===== config.mk =====
export PLATFORM = sky130hd
export DESIGN_NAME = hsc_ctrl
export DESIGN_NICKNAME = d
export VERILOG_FILES = /design/src/core/hsc_pkg.sv /design/src/core/hsc_ctrl.sv
export SDC_FILE = /design/constraint.sdc
export NUM_CORES = 2
export LEC_CHECK = 0
export BUFFER_PORTS_ARGS = -buffer_cell sky130_fd_sc_hd__buf_2
export CORE_MARGIN = 2
export CORE_UTILIZATION = 25
export CTS_BUF_LIST = sky130_fd_sc_hd__clkbuf_4 sky130_fd_sc_hd__clkbuf_8
export CTS_CLUSTER_SIZE = 24
export DETAILED_ROUTE_END_ITERATION = 7
export RECOVER_POWER = 100
export SLEW_MARGIN = 20
export SYNTH_ARGS = -nofsm -noshare
export SYNTH_HDL_FRONTEND = slang
export SYNTH_SLANG_ARGS = --single-unit

===== constraint.sdc =====
create_clock -name clk_i -period 10.8 [get_ports clk_i]
set_input_delay 0 -clock clk_i [delete_from_list [all_inputs] [get_ports clk_i]]
set_output_delay 0 -clock clk_i [all_outputs]
set_load 0.01 [all_outputs]

===== src/core/hsc_pkg.sv =====
// hsc_pkg: register map, field positions, reset values and codes of the
// hdlc signaling controller. Assumes 8-bit registers on word-aligned offsets.
package hsc_pkg;
  // register byte offsets
  localparam logic [7:0] OFS_FIFO = 8'h00;
  localparam logic [7:0] OFS_CMD = 8'h04;
  localparam logic [7:0] OFS_MODE = 8'h08;
  localparam logic [7:0] OFS_CFG1 = 8'h0C;
  localparam logic [7:0] OFS_CFG3 = 8'h10;
  localparam logic [7:0] OFS_PRE = 8'h14;
  localparam logic [7:0] OFS_HI1 = 8'h18;
  localparam logic [7:0] OFS_HI2 = 8'h1C;
  localparam logic [7:0] OFS_LO1 = 8'h20;
  localparam logic [7:0] OFS_LO2 = 8'h24;
  localparam logic [7:0] OFS_RSLOT = 8'h28;
  localparam logic [7:0] OFS_TSLOT = 8'h38;
  localparam logic [7:0] OFS_SPARE = 8'h48;
  localparam logic [7:0] OFS_EVT = 8'h4C;
  localparam logic [7:0] OFS_RSTAT = 8'h50;
  localparam logic [7:0] OFS_RXLVL = 8'h54;
  localparam logic [7:0] OFS_TXLVL = 8'h58;
  localparam logic [7:0] SLOT_STEP = 8'h04;
  // reset values
  localparam logic [7:0] REG_RST = 8'h00;
  localparam logic [7:0] HI1_RST = 8'hFD;
  localparam logic [7:0] HI2_RST = 8'hFF;
  localparam logic [7:0] LO_RST = 8'hFF;
  // command bits
  localparam int CMD_SOFT_RESET_CMD = 0;
  localparam int CMD_XTF = 2;
  localparam int CMD_REPEAT_TRANSMIT_CMD = 5;
  // mode register: [7:5] mode select, [3] receiver active
  localparam int MODE_RAC = 3;
  localparam int MODE_LSB = 5;
  localparam logic [2:0] MDS_TRANS0 = 3'b100;
  localparam logic [2:0] MDS_TRANS1 = 3'b101;
  localparam logic [2:0] MDS_NA8 = 3'b010;
  localparam logic [2:0] MDS_NA16 = 3'b011;
  localparam logic [2:0] MDS_EXT = 3'b111;
  // config one / config three bits
  localparam int CFG1_ITF = 0;
  localparam int CFG1_SHARED_FLAG_ENABLE = 4;
  localparam int CFG1_EXTENDED_SPARE_BIT_ENABLE = 7;
  localparam int CFG3_RECEIVE_CRC_TO_FIFO = 0;
  localparam int CFG3_EXTERNAL_CRC_SUPPLY = 1;
  localparam int CFG3_RECEIVE_ADDRESS_PUSH = 2;
  localparam int CFG3_PRE_EN = 3;
  localparam int CFG3_PRE_REP = 4;
  // status byte and event bits
  localparam int ST_VFR = 7;
  localparam int ST_CRCOK = 5;
  localparam int ST_ABORT = 4;
  localparam int EV_RME = 0;
  localparam int EV_RPF = 1;
  localparam int EV_XPR = 2;
  localparam int EV_ALS = 3;
  // line codes
  localparam logic [7:0] FLAG = 8'h7E;
  localparam logic [7:0] ONES = 8'hFF;
  localparam logic [7:0] GRP_HI_A = 8'hFE;
  localparam logic [7:0] GRP_HI_B = 8'hFC;
  localparam logic [7:0] CR_MASK = 8'h02;
  localparam logic [15:0] CRC_INIT = 16'hFFFF;
  localparam logic [15:0] CRC_POLY = 16'h8408;
  localparam logic [15:0] CRC_GOOD = 16'hF0B8;
  localparam logic [2:0] STUFF_RUN = 3'h5;
  localparam logic [2:0] ABORT_RUN = 3'h6;
  localparam logic [2:0] SA_FIRST = 3'h3;
  localparam logic [7:0] FRAME_MIN = 8'h04;
  localparam logic [7:0] FRAME_MIN_RECEIVE_CRC_TO_FIFO = 8'h02;
  // transmit sequencer, gray along idle-pre-data-crc-close
  typedef enum logic [2:0] {
    TX_IDLE = 3'b000,
    TX_PRE = 3'b001,
    TX_DATA = 3'b011,
    TX_CRC2 = 3'b010,
    TX_CLOSE = 3'b110
  } hsc_tx_e;
endpackage : hsc_pkg


===== src/core/hsc_ctrl.sv =====
// hsc_ctrl: hdlc signaling controller with wishbone register access,
// slot / spare-bit line access, 8-bit fifos both ways.
// Assumes bit timing inputs and rx_bit_i come from framer logic on clk_i.
`timescale 1ns/1ns
`default_nettype none
module hsc_ctrl #(
  parameter int FIFO_DEPTH = 64
) (
  // clock and reset
  input wire logic clk_i,
  input wire logic rst_i,
  // wishbone slave
  input wire logic wb_cyc_i,
  input wire logic wb_stb_i,
  input wire logic wb_we_i,
  input wire logic [7:0] wb_adr_i,
  input wire logic [3:0] wb_sel_i,
  input wire logic [31:0] wb_dat_i,
  output logic [31:0] wb_dat_o,
  output logic wb_ack_o,
  // framer bit timing
  input wire logic bit_stb_i,
  input wire logic frame_start_i,
  input wire logic sa_frame_i,
  // line data
  input wire logic rx_bit_i,
  output logic tx_bit_o
);
  localparam int AW = $clog2(FIFO_DEPTH);
  localparam logic [AW:0] DEPTH_C = (AW+1)'(FIFO_DEPTH);
  localparam logic [AW:0] HALF_C = (AW+1)'(FIFO_DEPTH / 2);

  function automatic logic [15:0] crc_byte(input logic [15:0] c, input logic [7:0] d);
    logic [15:0] r;
    r = c;
    for (int i = 0; i < 8; i++) begin
      if (r[0] ^ d[i]) r = (r >> 1) ^ hsc_pkg::CRC_POLY;
      else r = r >> 1;
    end
    return r;
  endfunction : crc_byte

  function automatic logic hi_eq(input logic [7:0] a, input logic [7:0] b);
    return (a | hsc_pkg::CR_MASK) == (b | hsc_pkg::CR_MASK);
  endfunction : hi_eq

  function automatic logic slot_on(input logic [31:0] sel, input logic [7:0] pos);
    return sel[5'd31 - pos[7:3]];
  endfunction : slot_on

  // bus
  logic ack_ff;
  logic [31:0] dat_ff;
  logic req, wr, rd;
  logic [31:0] rdat;
  // configuration
  logic [7:0] mode_ff, cfg1_ff, cfg3_ff, pre_ff, hi1_ff, hi2_ff, lo1_ff, lo2_ff;
  logic [31:0] rslot_ff, tslot_ff;
  logic [4:0] spare_ff;
  logic repeat_ff;
  logic [3:0] evt_ff;
  logic [7:0] rstat_ff;
  logic [2:0] mds;
  logic ext_mode, soft_reset_cmd, xtf_cmd;
  // line timing
  logic [7:0] pos_ff, cur_pos;
  logic sa_on, tx_act, rx_act;
  // fifos
  logic [7:0] tx_mem [FIFO_DEPTH];
  logic [7:0] rx_mem [FIFO_DEPTH];
  logic [AW:0] tx_wr_ff, tx_rd_ff, rx_wr_ff, rx_rd_ff, tx_cnt, rx_cnt;
  logic tx_push, rx_push, rx_pop;
  logic [7:0] rx_pdat;
  logic tx_low_ff, rx_high_ff;
  // transmitter
  hsc_pkg::hsc_tx_e tx_state_ff, nxt_tx_state;
  logic [7:0] tx_sh_ff;
  logic [3:0] tx_bits_ff;
  logic [2:0] tx_ones_ff;
  logic tx_stf_ff, tx_bit_ff;
  logic [15:0] tx_crc_ff, nxt_tx_crc;
  logic [AW:0] tx_end_ff, tx_base_ff, nxt_tx_rd, nxt_tx_end, nxt_tx_base;
  logic [1:0] tx_pre_ff, nxt_tx_pre;
  logic pend_ff;
  logic [AW:0] pend_end_ff;
  logic fetch, take, als_evt, do_close;
  logic [7:0] f_byte;
  logic f_stuff, out_bit, out_stf;
  // receiver
  logic [7:0] rx_hist_ff, rx_sh_ff, rx_d0_ff, rx_d1_ff, rx_n_ff, rx_hist_n, rx_sh_n;
  logic [2:0] rx_ones_ff, rx_bits_ff;
  logic [15:0] rx_crc_ff;
  logic in_frame_ff, hi_ok_ff, lo_ok_ff;
  logic [1:0] end_step_ff;
  logic [7:0] stat_ff, skip, min_len;
  logic rx_flag, rx_abort, rx_stuffed, rx_dbit, rx_byte, match_ok, end_evt, abort_evt;

  assign mds = mode_ff[hsc_pkg::MODE_LSB +: 3];
  assign ext_mode = (mds == hsc_pkg::MDS_EXT);

  // wishbone classic: one wait state, ack for every address
  assign req = wb_cyc_i && wb_stb_i && !ack_ff;
  assign wr = req && wb_we_i && wb_sel_i[0];
  assign rd = req && !wb_we_i;
  assign wb_ack_o = ack_ff;
  assign wb_dat_o = dat_ff;
  assign soft_reset_cmd = wr && (wb_adr_i == hsc_pkg::OFS_CMD) && wb_dat_i[hsc_pkg::CMD_SOFT_RESET_CMD];
  assign xtf_cmd = wr && (wb_adr_i == hsc_pkg::OFS_CMD) && wb_dat_i[hsc_pkg::CMD_XTF];

  always_ff @(posedge clk_i) begin
    if (rst_i) begin
      ack_ff <= 1'b0;
      dat_ff <= 32'h0000_0000;
    end else begin
      ack_ff <= req;
      if (rd) dat_ff <= rdat;
    end
  end

  always_ff @(posedge clk_i) begin
    if (rst_i) begin
      mode_ff <= hsc_pkg::REG_RST;
      cfg1_ff <= hsc_pkg::REG_RST;
      cfg3_ff <= hsc_pkg::REG_RST;
      pre_ff <= hsc_pkg::REG_RST;
      hi1_ff <= hsc_pkg::HI1_RST;
      hi2_ff <= hsc_pkg::HI2_RST;
      lo1_ff <= hsc_pkg::LO_RST;
      lo2_ff <= hsc_pkg::LO_RST;
      rslot_ff <= 32'h0000_0000;
      tslot_ff <= 32'h0000_0000;
      spare_ff <= 5'h00;
    end else if (wr) begin
      case (wb_adr_i)
        hsc_pkg::OFS_MODE: mode_ff <= wb_dat_i[7:0];
        hsc_pkg::OFS_CFG1: cfg1_ff <= wb_dat_i[7:0];
        hsc_pkg::OFS_CFG3: cfg3_ff <= wb_dat_i[7:0];
        hsc_pkg::OFS_PRE: pre_ff <= wb_dat_i[7:0];
        hsc_pkg::OFS_HI1: hi1_ff <= wb_dat_i[7:0];
        hsc_pkg::OFS_HI2: hi2_ff <= wb_dat_i[7:0];
        hsc_pkg::OFS_LO1: lo1_ff <= wb_dat_i[7:0];
        hsc_pkg::OFS_LO2: lo2_ff <= wb_dat_i[7:0];
        hsc_pkg::OFS_SPARE: spare_ff <= wb_dat_i[4:0];
        default: ;
      endcase
      for (int k = 0; k < 4; k++) begin
        // first register holds slots 0-7 with slot 0 in bit 7
        if (wb_adr_i == hsc_pkg::OFS_RSLOT + 8'(k * 4)) rslot_ff[31-8*k -: 8] <= wb_dat_i[7:0];
        if (wb_adr_i == hsc_pkg::OFS_TSLOT + 8'(k * 4)) tslot_ff[31-8*k -: 8] <= wb_dat_i[7:0];
      end
    end
  end

  // repeat bit follows every command write, except that a soft reset command clears it
  always_ff @(posedge clk_i) begin
    if (rst_i || soft_reset_cmd) repeat_ff <= 1'b0;
    else if (wr && wb_adr_i == hsc_pkg::OFS_CMD) repeat_ff <= wb_dat_i[hsc_pkg::CMD_REPEAT_TRANSMIT_CMD];
  end

  always_comb begin
    rdat = 32'h0000_0000;
    case (wb_adr_i)
      hsc_pkg::OFS_FIFO: rdat = (rx_cnt != '0) ? {24'h000000, rx_mem[rx_rd_ff[AW-1:0]]} : '0;
      hsc_pkg::OFS_MODE: rdat = {24'h000000, mode_ff};
      hsc_pkg::OFS_CFG1: rdat = {24'h000000, cfg1_ff};
      hsc_pkg::OFS_CFG3: rdat = {24'h000000, cfg3_ff};
      hsc_pkg::OFS_PRE: rdat = {24'h000000, pre_ff};
      hsc_pkg::OFS_HI1: rdat = {24'h000000, hi1_ff};
      hsc_pkg::OFS_HI2: rdat = {24'h000000, hi2_ff};
      hsc_pkg::OFS_LO1: rdat = {24'h000000, lo1_ff};
      hsc_pkg::OFS_LO2: rdat = {24'h000000, lo2_ff};
      hsc_pkg::OFS_SPARE: rdat = {27'h0000000, spare_ff};
      hsc_pkg::OFS_EVT: rdat = {28'h0000000, evt_ff};
      hsc_pkg::OFS_RSTAT: rdat = {24'h000000, rstat_ff};
      hsc_pkg::OFS_RXLVL: rdat = 32'(rx_cnt);
      hsc_pkg::OFS_TXLVL: rdat = 32'(tx_cnt);
      default: rdat = 32'h0000_0000;
    endcase
    for (int k = 0; k < 4; k++) begin
      if (wb_adr_i == hsc_pkg::OFS_RSLOT + 8'(k * 4)) rdat = {24'h000000, rslot_ff[31-8*k -: 8]};
      if (wb_adr_i == hsc_pkg::OFS_TSLOT + 8'(k * 4)) rdat = {24'h000000, tslot_ff[31-8*k -: 8]};
    end
  end

  // bit position within the line frame
  assign cur_pos = frame_start_i ? 8'h00 : pos_ff;
  always_ff @(posedge clk_i) begin
    if (rst_i) pos_ff <= 8'h00;
    else if (bit_stb_i) pos_ff <= cur_pos + 8'h01;
  end
  assign sa_on = (cur_pos[7:3] == 5'h00) && sa_frame_i && (cur_pos[2:0] >= hsc_pkg::SA_FIRST)
    && spare_ff[cur_pos[2:0] - hsc_pkg::SA_FIRST];
  assign tx_act = bit_stb_i && (cfg1_ff[hsc_pkg::CFG1_EXTENDED_SPARE_BIT_ENABLE] ? sa_on : slot_on(tslot_ff, cur_pos));
  assign rx_act = bit_stb_i && mode_ff[hsc_pkg::MODE_RAC]
    && (cfg1_ff[hsc_pkg::CFG1_EXTENDED_SPARE_BIT_ENABLE] ? sa_on : slot_on(rslot_ff, cur_pos));

  // transmit fifo
  assign tx_cnt = tx_wr_ff - tx_rd_ff;
  assign tx_push = wr && (wb_adr_i == hsc_pkg::OFS_FIFO) && (tx_cnt != DEPTH_C);
  always_ff @(posedge clk_i) begin
    if (tx_push) tx_mem[tx_wr_ff[AW-1:0]] <= wb_dat_i[7:0];
  end
  always_ff @(posedge clk_i) begin
    if (rst_i || soft_reset_cmd) tx_wr_ff <= '0;
    else if (tx_push) tx_wr_ff <= tx_wr_ff + 1'b1;
  end

  // one queued frame command besides the running one
  always_ff @(posedge clk_i) begin
    if (rst_i || soft_reset_cmd) begin
      pend_ff <= 1'b0;
      pend_end_ff <= '0;
    end else begin
      if (take) pend_ff <= 1'b0;
      if (xtf_cmd && (!pend_ff || take)) begin
        pend_ff <= 1'b1;
        pend_end_ff <= tx_wr_ff;
      end
    end
  end

  // next byte selection, evaluated when the bit shifter runs dry
  assign fetch = tx_act && (tx_bits_ff == 4'h0) && (tx_ones_ff != hsc_pkg::STUFF_RUN);
  always_comb begin
    nxt_tx_state = tx_state_ff;
    nxt_tx_rd = tx_rd_ff;
    nxt_tx_crc = tx_crc_ff;
    nxt_tx_pre = tx_pre_ff;
    nxt_tx_end = tx_end_ff;
    nxt_tx_base = tx_base_ff;
    f_byte = hsc_pkg::ONES;
    f_stuff = 1'b0;
    take = 1'b0;
    als_evt = 1'b0;
    do_close = 1'b0;
    case (tx_state_ff)
      hsc_pkg::TX_IDLE: begin
        if (pend_ff) begin
          take = fetch;
          nxt_tx_end = pend_end_ff;
          nxt_tx_base = tx_rd_ff;
          nxt_tx_crc = hsc_pkg::CRC_INIT;
          nxt_tx_state = hsc_pkg::TX_DATA;
          if (ext_mode) f_byte = hsc_pkg::ONES;
          else if (cfg3_ff[hsc_pkg::CFG3_PRE_EN]) begin
            f_byte = pre_ff;
            nxt_tx_pre = cfg3_ff[hsc_pkg::CFG3_PRE_REP +: 2];
            nxt_tx_state = hsc_pkg::TX_PRE;
          end else f_byte = hsc_pkg::FLAG;
        end else if (!ext_mode && cfg1_ff[hsc_pkg::CFG1_ITF]) f_byte = hsc_pkg::FLAG;
      end
      hsc_pkg::TX_PRE: begin
        if (tx_pre_ff == 2'h0) begin
          f_byte = hsc_pkg::FLAG;
          nxt_tx_state = hsc_pkg::TX_DATA;
        end else begin
          f_byte = pre_ff;
          nxt_tx_pre = tx_pre_ff - 2'h1;
        end
      end
      hsc_pkg::TX_DATA: begin
        if (tx_rd_ff != tx_end_ff) begin
          f_byte = tx_mem[tx_rd_ff[AW-1:0]];
          f_stuff = !ext_mode;
          nxt_tx_rd = tx_rd_ff + 1'b1;
          nxt_tx_crc = crc_byte(tx_crc_ff, f_byte);
        end else if (ext_mode) begin
          if (repeat_ff && (tx_base_ff != tx_end_ff)) begin
            f_byte = tx_mem[tx_base_ff[AW-1:0]];
            nxt_tx_rd = tx_base_ff + 1'b1;
          end else begin
            nxt_tx_state = hsc_pkg::TX_IDLE;
            als_evt = fetch;
          end
        end else if (cfg3_ff[hsc_pkg::CFG3_EXTERNAL_CRC_SUPPLY]) begin
          f_byte = hsc_pkg::FLAG;
          do_close = 1'b1;
        end else begin
          f_byte = ~tx_crc_ff[7:0];
          f_stuff = 1'b1;
          nxt_tx_state = hsc_pkg::TX_CRC2;
        end
      end
      hsc_pkg::TX_CRC2: begin
        f_byte = ~tx_crc_ff[15:8];
        f_stuff = 1'b1;
        nxt_tx_state = hsc_pkg::TX_CLOSE;
      end
      hsc_pkg::TX_CLOSE: begin
        f_byte = hsc_pkg::FLAG;
        do_close = 1'b1;
      end
      default: nxt_tx_state = hsc_pkg::TX_IDLE;
    endcase
    if (do_close) begin
      if (cfg1_ff[hsc_pkg::CFG1_SHARED_FLAG_ENABLE] && pend_ff) begin
        take = fetch;
        nxt_tx_end = pend_end_ff;
        nxt_tx_base = tx_rd_ff;
        nxt_tx_crc = hsc_pkg::CRC_INIT;
        nxt_tx_state = hsc_pkg::TX_DATA;
      end else begin
        nxt_tx_state = hsc_pkg::TX_IDLE;
        als_evt = fetch;
      end
    end
  end

  assign out_bit = fetch ? f_byte[0] : tx_sh_ff[0];
  assign out_stf = fetch ? f_stuff : tx_stf_ff;
  assign tx_bit_o = tx_bit_ff;

  always_ff @(posedge clk_i) begin
    if (rst_i || soft_reset_cmd) begin
      tx_state_ff <= hsc_pkg::TX_IDLE;
      tx_sh_ff <= 8'h00;
      tx_bits_ff <= 4'h0;
      tx_ones_ff <= 3'h0;
      tx_stf_ff <= 1'b0;
      tx_bit_ff <= 1'b1;
      tx_rd_ff <= '0;
      tx_crc_ff <= hsc_pkg::CRC_INIT;
      tx_end_ff <= '0;
      tx_base_ff <= '0;
      tx_pre_ff <= 2'h0;
    end else if (tx_act) begin
      if (tx_ones_ff == hsc_pkg::STUFF_RUN) begin
        tx_bit_ff <= 1'b0;
        tx_ones_ff <= 3'h0;
      end else begin
        tx_bit_ff <= out_bit;
        tx_stf_ff <= out_stf;
        tx_ones_ff <= (out_stf && out_bit) ? tx_ones_ff + 3'h1 : 3'h0;
        tx_sh_ff <= fetch ? {1'b0, f_byte[7:1]} : {1'b0, tx_sh_ff[7:1]};
        tx_bits_ff <= fetch ? 4'h7 : tx_bits_ff - 4'h1;
        if (fetch) begin
          tx_state_ff <= nxt_tx_state;
          tx_rd_ff <= nxt_tx_rd;
          tx_crc_ff <= nxt_tx_crc;
          tx_end_ff <= nxt_tx_end;
          tx_base_ff <= nxt_tx_base;
          tx_pre_ff <= nxt_tx_pre;
        end
      end
    end
  end

  // receive bit classification
  assign rx_hist_n = {rx_bit_i, rx_hist_ff[7:1]};
  assign rx_sh_n = {rx_bit_i, rx_sh_ff[7:1]};
  assign rx_flag = rx_act && !ext_mode && (rx_hist_n == hsc_pkg::FLAG);
  assign rx_abort = rx_act && !ext_mode && rx_bit_i && (rx_ones_ff == hsc_pkg::ABORT_RUN);
  assign rx_stuffed = !rx_bit_i && (rx_ones_ff == hsc_pkg::STUFF_RUN);
  assign rx_dbit = rx_act && (ext_mode || (in_frame_ff && !rx_flag && !rx_abort && !rx_stuffed));
  assign rx_byte = rx_dbit && (rx_bits_ff == 3'h7);
  assign end_evt = rx_flag && in_frame_ff && (rx_n_ff != 8'h00);
  assign abort_evt = rx_abort && in_frame_ff && (rx_n_ff != 8'h00);

  always_comb begin
    case (mds)
      hsc_pkg::MDS_TRANS0: match_ok = 1'b1;
      hsc_pkg::MDS_TRANS1: match_ok = hi_ok_ff;
      hsc_pkg::MDS_NA16: match_ok = hi_ok_ff && lo_ok_ff;
      hsc_pkg::MDS_NA8: match_ok = lo_ok_ff;
      default: match_ok = 1'b0;
    endcase
    case (mds)
      hsc_pkg::MDS_NA16: skip = 8'h02;
      hsc_pkg::MDS_TRANS1, hsc_pkg::MDS_NA8: skip = 8'h01;
      default: skip = 8'h00;
    endcase
    if (cfg3_ff[hsc_pkg::CFG3_RECEIVE_ADDRESS_PUSH]) skip = 8'h00;
    min_len = cfg3_ff[hsc_pkg::CFG3_RECEIVE_CRC_TO_FIFO] ? hsc_pkg::FRAME_MIN_RECEIVE_CRC_TO_FIFO : hsc_pkg::FRAME_MIN;
  end

  always_ff @(posedge clk_i) begin
    if (rst_i || soft_reset_cmd) begin
      rx_hist_ff <= 8'h00;
      rx_ones_ff <= 3'h0;
      rx_sh_ff <= 8'h00;
      rx_bits_ff <= 3'h0;
      in_frame_ff <= 1'b0;
      rx_n_ff <= 8'h00;
      rx_d0_ff <= 8'h00;
      rx_d1_ff <= 8'h00;
      rx_crc_ff <= hsc_pkg::CRC_INIT;
      hi_ok_ff <= 1'b0;
      lo_ok_ff <= 1'b0;
    end else if (rx_act) begin
      rx_hist_ff <= rx_hist_n;
      rx_ones_ff <= !rx_bit_i ? 3'h0 : (rx_ones_ff == 3'h7) ? rx_ones_ff : rx_ones_ff + 3'h1;
      if (rx_flag) begin
        in_frame_ff <= 1'b1;
        rx_n_ff <= 8'h00;
        rx_bits_ff <= 3'h0;
        rx_crc_ff <= hsc_pkg::CRC_INIT;
        hi_ok_ff <= 1'b0;
        lo_ok_ff <= 1'b0;
      end else if (rx_abort) begin
        in_frame_ff <= 1'b0;
      end else if (rx_dbit) begin
        rx_sh_ff <= rx_sh_n;
        rx_bits_ff <= rx_bits_ff + 3'h1;
        if (rx_byte && !ext_mode) begin
          // two-byte delay line keeps the checksum out of the data path
          rx_d1_ff <= rx_d0_ff;
          rx_d0_ff <= rx_sh_n;
          rx_crc_ff <= crc_byte(rx_crc_ff, rx_sh_n);
          if (rx_n_ff != 8'hFF) rx_n_ff <= rx_n_ff + 8'h01;
          if (rx_n_ff == 8'h00) begin
            hi_ok_ff <= hi_eq(rx_sh_n, hi1_ff) || hi_eq(rx_sh_n, hi2_ff) || ((mds != hsc_pkg::MDS_TRANS1)
              && (hi_eq(rx_sh_n, hsc_pkg::GRP_HI_A) || hi_eq(rx_sh_n, hsc_pkg::GRP_HI_B)));
          end
          if (rx_n_ff == ((mds == hsc_pkg::MDS_NA16) ? 8'h01 : 8'h00)) begin
            lo_ok_ff <= (rx_sh_n == lo1_ff) || (rx_sh_n == lo2_ff);
          end
        end
      end
    end
  end

  // end of frame: optional checksum bytes, then status byte
  always_ff @(posedge clk_i) begin
    if (rst_i || soft_reset_cmd) begin
      end_step_ff <= 2'h0;
      stat_ff <= 8'h00;
    end else if (end_evt && match_ok) begin
      end_step_ff <= cfg3_ff[hsc_pkg::CFG3_RECEIVE_CRC_TO_FIFO] ? 2'h3 : 2'h1;
      stat_ff <= 8'h00;
      stat_ff[hsc_pkg::ST_VFR] <= (rx_bits_ff == 3'h7) && (rx_n_ff >= min_len);
      stat_ff[hsc_pkg::ST_CRCOK] <= (rx_crc_ff == hsc_pkg::CRC_GOOD);
    end else if (abort_evt && match_ok) begin
      end_step_ff <= 2'h1;
      stat_ff <= 8'h00;
      stat_ff[hsc_pkg::ST_ABORT] <= 1'b1;
    end else if (end_step_ff != 2'h0) begin
      end_step_ff <= end_step_ff - 2'h1;
    end
  end

  always_ff @(posedge clk_i) begin
    if (rst_i || soft_reset_cmd) rstat_ff <= 8'h00;
    else if (end_step_ff == 2'h1) rstat_ff <= stat_ff;
  end

  // receive fifo
  always_comb begin
    rx_push = 1'b0;
    rx_pdat = stat_ff;
    case (end_step_ff)
      2'h3: begin
        rx_push = 1'b1;
        rx_pdat = rx_d1_ff;
      end
      2'h2: begin
        rx_push = 1'b1;
        rx_pdat = rx_d0_ff;
      end
      2'h1: rx_push = 1'b1;
      default: begin
        if (rx_byte && ext_mode) begin
          rx_push = 1'b1;
          rx_pdat = rx_sh_n;
        end else if (rx_byte && (rx_n_ff >= 8'h02) && match_ok && ((rx_n_ff - 8'h02) >= skip)) begin
          rx_push = 1'b1;
          rx_pdat = rx_d1_ff;
        end
      end
    endcase
  end
  assign rx_cnt = rx_wr_ff - rx_rd_ff;
  assign rx_pop = rd && (wb_adr_i == hsc_pkg::OFS_FIFO) && (rx_cnt != '0);
  always_ff @(posedge clk_i) begin
    if (rx_push && rx_cnt != DEPTH_C) rx_mem[rx_wr_ff[AW-1:0]] <= rx_pdat;
  end
  always_ff @(posedge clk_i) begin
    if (rst_i || soft_reset_cmd) begin
      rx_wr_ff <= '0;
      rx_rd_ff <= '0;
    end else begin
      if (rx_push && rx_cnt != DEPTH_C) rx_wr_ff <= rx_wr_ff + 1'b1;
      if (rx_pop) rx_rd_ff <= rx_rd_ff + 1'b1;
    end
  end

  // sticky fifo level and frame events, cleared by reading, a new event wins
  always_ff @(posedge clk_i) begin
    if (rst_i) begin
      tx_low_ff <= 1'b1;
      rx_high_ff <= 1'b0;
      evt_ff <= 4'h0;
    end else begin
      tx_low_ff <= (tx_cnt <= HALF_C);
      rx_high_ff <= (rx_cnt >= HALF_C);
      if (rd && wb_adr_i == hsc_pkg::OFS_EVT) evt_ff <= 4'h0;
      if (end_step_ff == 2'h1) evt_ff[hsc_pkg::EV_RME] <= 1'b1;
      if ((rx_cnt >= HALF_C) && !rx_high_ff) evt_ff[hsc_pkg::EV_RPF] <= 1'b1;
      if ((tx_cnt <= HALF_C) && !tx_low_ff) evt_ff[hsc_pkg::EV_XPR] <= 1'b1;
      if (tx_act && als_evt) evt_ff[hsc_pkg::EV_ALS] <= 1'b1;
    end
  end
endmodule : hsc_ctrl
`default_nettype wire


==> results.yml <==
run_status:
  status: "finished, violations left"
  violations: "capacitance limit, slew limit"
logic_synthesis:
  synth_xor_area_frac: 0.0177
  synth_cells: 4122
  syn_area_per_cell_sq_um: 14.9
  ys_top_cells_by_area: "edfxtp_1 (50%), mux4_2 (17%), dfxtp_1 (11%)"
  yosys.area_share.simple: 0.0720
  synth_top_area_cell: "edfxtp_1"
  synth_fa_ha_area_frac: 0.00941
  ys_ff_latch: 1357
  yosysSeqAreaShare: 0.609
  ys_types: 87
  synth_edf_count: 1024
  synth_top_area_share: 0.501
  yosysWarnings: 0
  ys.flop_type: "edfxtp_1"
  async_flop_share: 0
  syn_area_sq_um: 61400
  synthMuxAreaShare: 0.200
  synth_top_family_by_area: "multiplexers"
  synth_compound_area_frac: 0.0644
cells_and_area:
  most-common-layout-cells: "edfxtp_1 (1024), mux4_2 (468), nor2_1 (376), dfxtp_1 (323), nand2_1 (320)"
  finalNonFillerCells: 7602
  fill_cells: 24400
  drive_above_1_share: 0.217
  syn_to_final_growth_pct: 13.8
  nets: 4317
  layout_commonest_cell: "edfxtp_1"
cts:
  clk_latency_ps: 990
  clk_pin_slew_ps: 60
  cts-root-buf: "clkbuf_8"
  post-cts-setup-buffers: 0
  cts_buffers: 217
  clockBufferDepth: 3
  clock_sinks: 1357
  cts_tree: "built"
  htreeDepth: 4
drt:
  viasPerCell: 4.98
  finalWirelength_microns: 168000
  wl_per_cell_microns: 22.1
  ant_nets: 0
  route.detailed.drc: 0
  routed-via-count: 37800
  firstDrtPassIters: 6
  drt_iter0_drc: 4342
placement:
  dp_slack_ps: 5610
  globalplace.congestion: 0.882
  dp_hpwl_microns: 106000
  numPortBuffers: 35
  dp.cells: 7155
global_route:
  antenna_found_initial: 7
  grt_pass1_vias: 37200
  grt_max_degree: 110
  grt_first_pass_wirelength_microns: 248000
  grt_remaining_overflow: 0
  grt_usage: 0.131
floorplanning:
  fp.dieW_microns: 500
  start_util: 0.252
  num_io_pins: 87
  core_sq_um: 244000
  die_h_microns: 500
  die_area_sq_um: 250000
  rows: 181
power_and_ir_drop:
  p_clk_frac: 0.411
  switchingPower_mw: 2.79
  seqPwrFrac: 0.522
  leakage_nw: 21.0
  powerDensity_nw_per_um2: 162
  p_comb_frac: 0.067
  irDropWorstVdd_mv: 0.172
  p_int_mw: 8.57
  total_power_mw: 11.4
  switching_share: 0.246
sta:
  clock_skew_ps: 74.8
  relSlewSlack: -2.12
  finalCriticalPeriod_ps: 6740
  rsz0062_at_grt: "false"
  setup_slack_ps: 4060
  tightest_slew_ps: 4680
  drv_slew: 964
  whs_ps: 149
  fin_crit_sh: 0.624
  fmax_mhz: 148
  finalSetupViolations: 0
  finalSetupTns_ps: 0
  final_hold_viol_count: 0
critical_path:
  crit_arrival_ps: 7480
  required_ps: 11540
  cp_slowest_cell: "nor2_1"
  cp-start-kind: "flop"
  cpPeakStageDelay_ps: 1350
  cp-end-kind: "flop"
  worstPathCellList: "clkbuf_1 -> nand2b_1 -> mux2i_1 -> mux4_2 -> a211oi_1 -> o311ai_4 -> or2_0 -> nor2_1 -> mux2i_1 -> nor2_1"
  path_class: "reg2reg"
  crit_fanout: 25
flow_run:
  maxCapViolCount: 18
worst_hold_path:
  hold_class: "in2reg"
[power by group through the flow]
stage | registers, mW | logic (mW) | clock network (mW)
floorplan | 6.05 | 0.373 | 0
global placement | 6.03 | 0.720 | 0
detailed placement | 6.04 | 0.749 | 0
CTS | 5.93 | 0.763 | 4.76
global route | 5.94 | 0.817 | 4.97
finish | 5.93 | 0.761 | 4.66
[synthesized netlist by cell type, types with 55 or more instances]
master    instances
a21oi_1         204
nor2_1          375
nand2_1         321
nor2b_1          57
xnor2_1          75
clkbuf_1        166
o21ai_0          91
inv_1            55
dfxtp_1         333
mux4_2          468
mux2i_1         159
edfxtp_1       1024
[area by class of cell]
cell class              instances  area [sq um]  share of cell area
diodes                          2          5.00           0.0000716
clock buffers                 308          3760              0.0537
clock inverters                90           881              0.0126
inverters                      57           214             0.00306
multi-input cells            2434         22600               0.323
flip-flops and latches       1357         37400               0.535
well taps                    3202          4010              0.0573
repair buffers                152          1050              0.0150
[repair_timing]
action                                 4_1_cts  5_1_grt
setup endpoints to repair                    0        0
resized for setup                            0        0
hold buffers                                45        0
endpoints found under the hold margin      701        0
[registers in the layout (all words and copies together), names as in the netlist, 16 cells and up, named ones only]
| signal | cells |
|---|---|
| tx_crc_ff | 16 |
| rx_mem | 512 |
| tslot_ff | 32 |
| rslot_ff | 32 |
| tx_mem | 512 |
| rx_crc_ff | 16 |
[kinds of logic (layout without fill, tap and decap cells)]
family,after synthesis,count (layout)
flops,1357,1357
compound gates,611,611
mux,643,643
xor+xnor,121,121
other cells,1,26
buf+inv,354,607
simple gates,990,990
fa+ha+maj,45,45
[critical path, delay by kind of cell (launching register included)]
kind,cells,cell delay [ps]
flops,1,300
buf+inv,1,1290
compound gates,2,1330
mux,3,1060
simple gates,4,2490
[final timing paths]
check | from | endpoint | slack [ps] | cells after the start
max | pos_ff[3] | flop | 4060 | 10
min | rx_bit_i | rx_d0_ff[7] | 150 | 4
max reg2reg | pos_ff[3] | flop | 4060 | 10
min reg2reg | pend_end_ff[1] | pend_end_ff[1] | 460 | 2
[layer usage]
metal,vias to the layer above,wire [microns],share of wire,global-route usage
met1,19500,71000,0.42,0.179
met2,1647,78400,0.47,0.206
li1,16300,-,-,-
met4,4,5610,0.033,0.0465
met3,328,13400,0.079,0.0275
met5,-,27,0.00016,0
[through the flow]
step	util	cell area (sq um)
global placement	0.267	65000
CTS	0.288	70100
global route	0.287	69900
floorplan	-	61500
finish	0.287	69900
detailed placement	0.267	65000
Power figures use the tool's default switching activity.
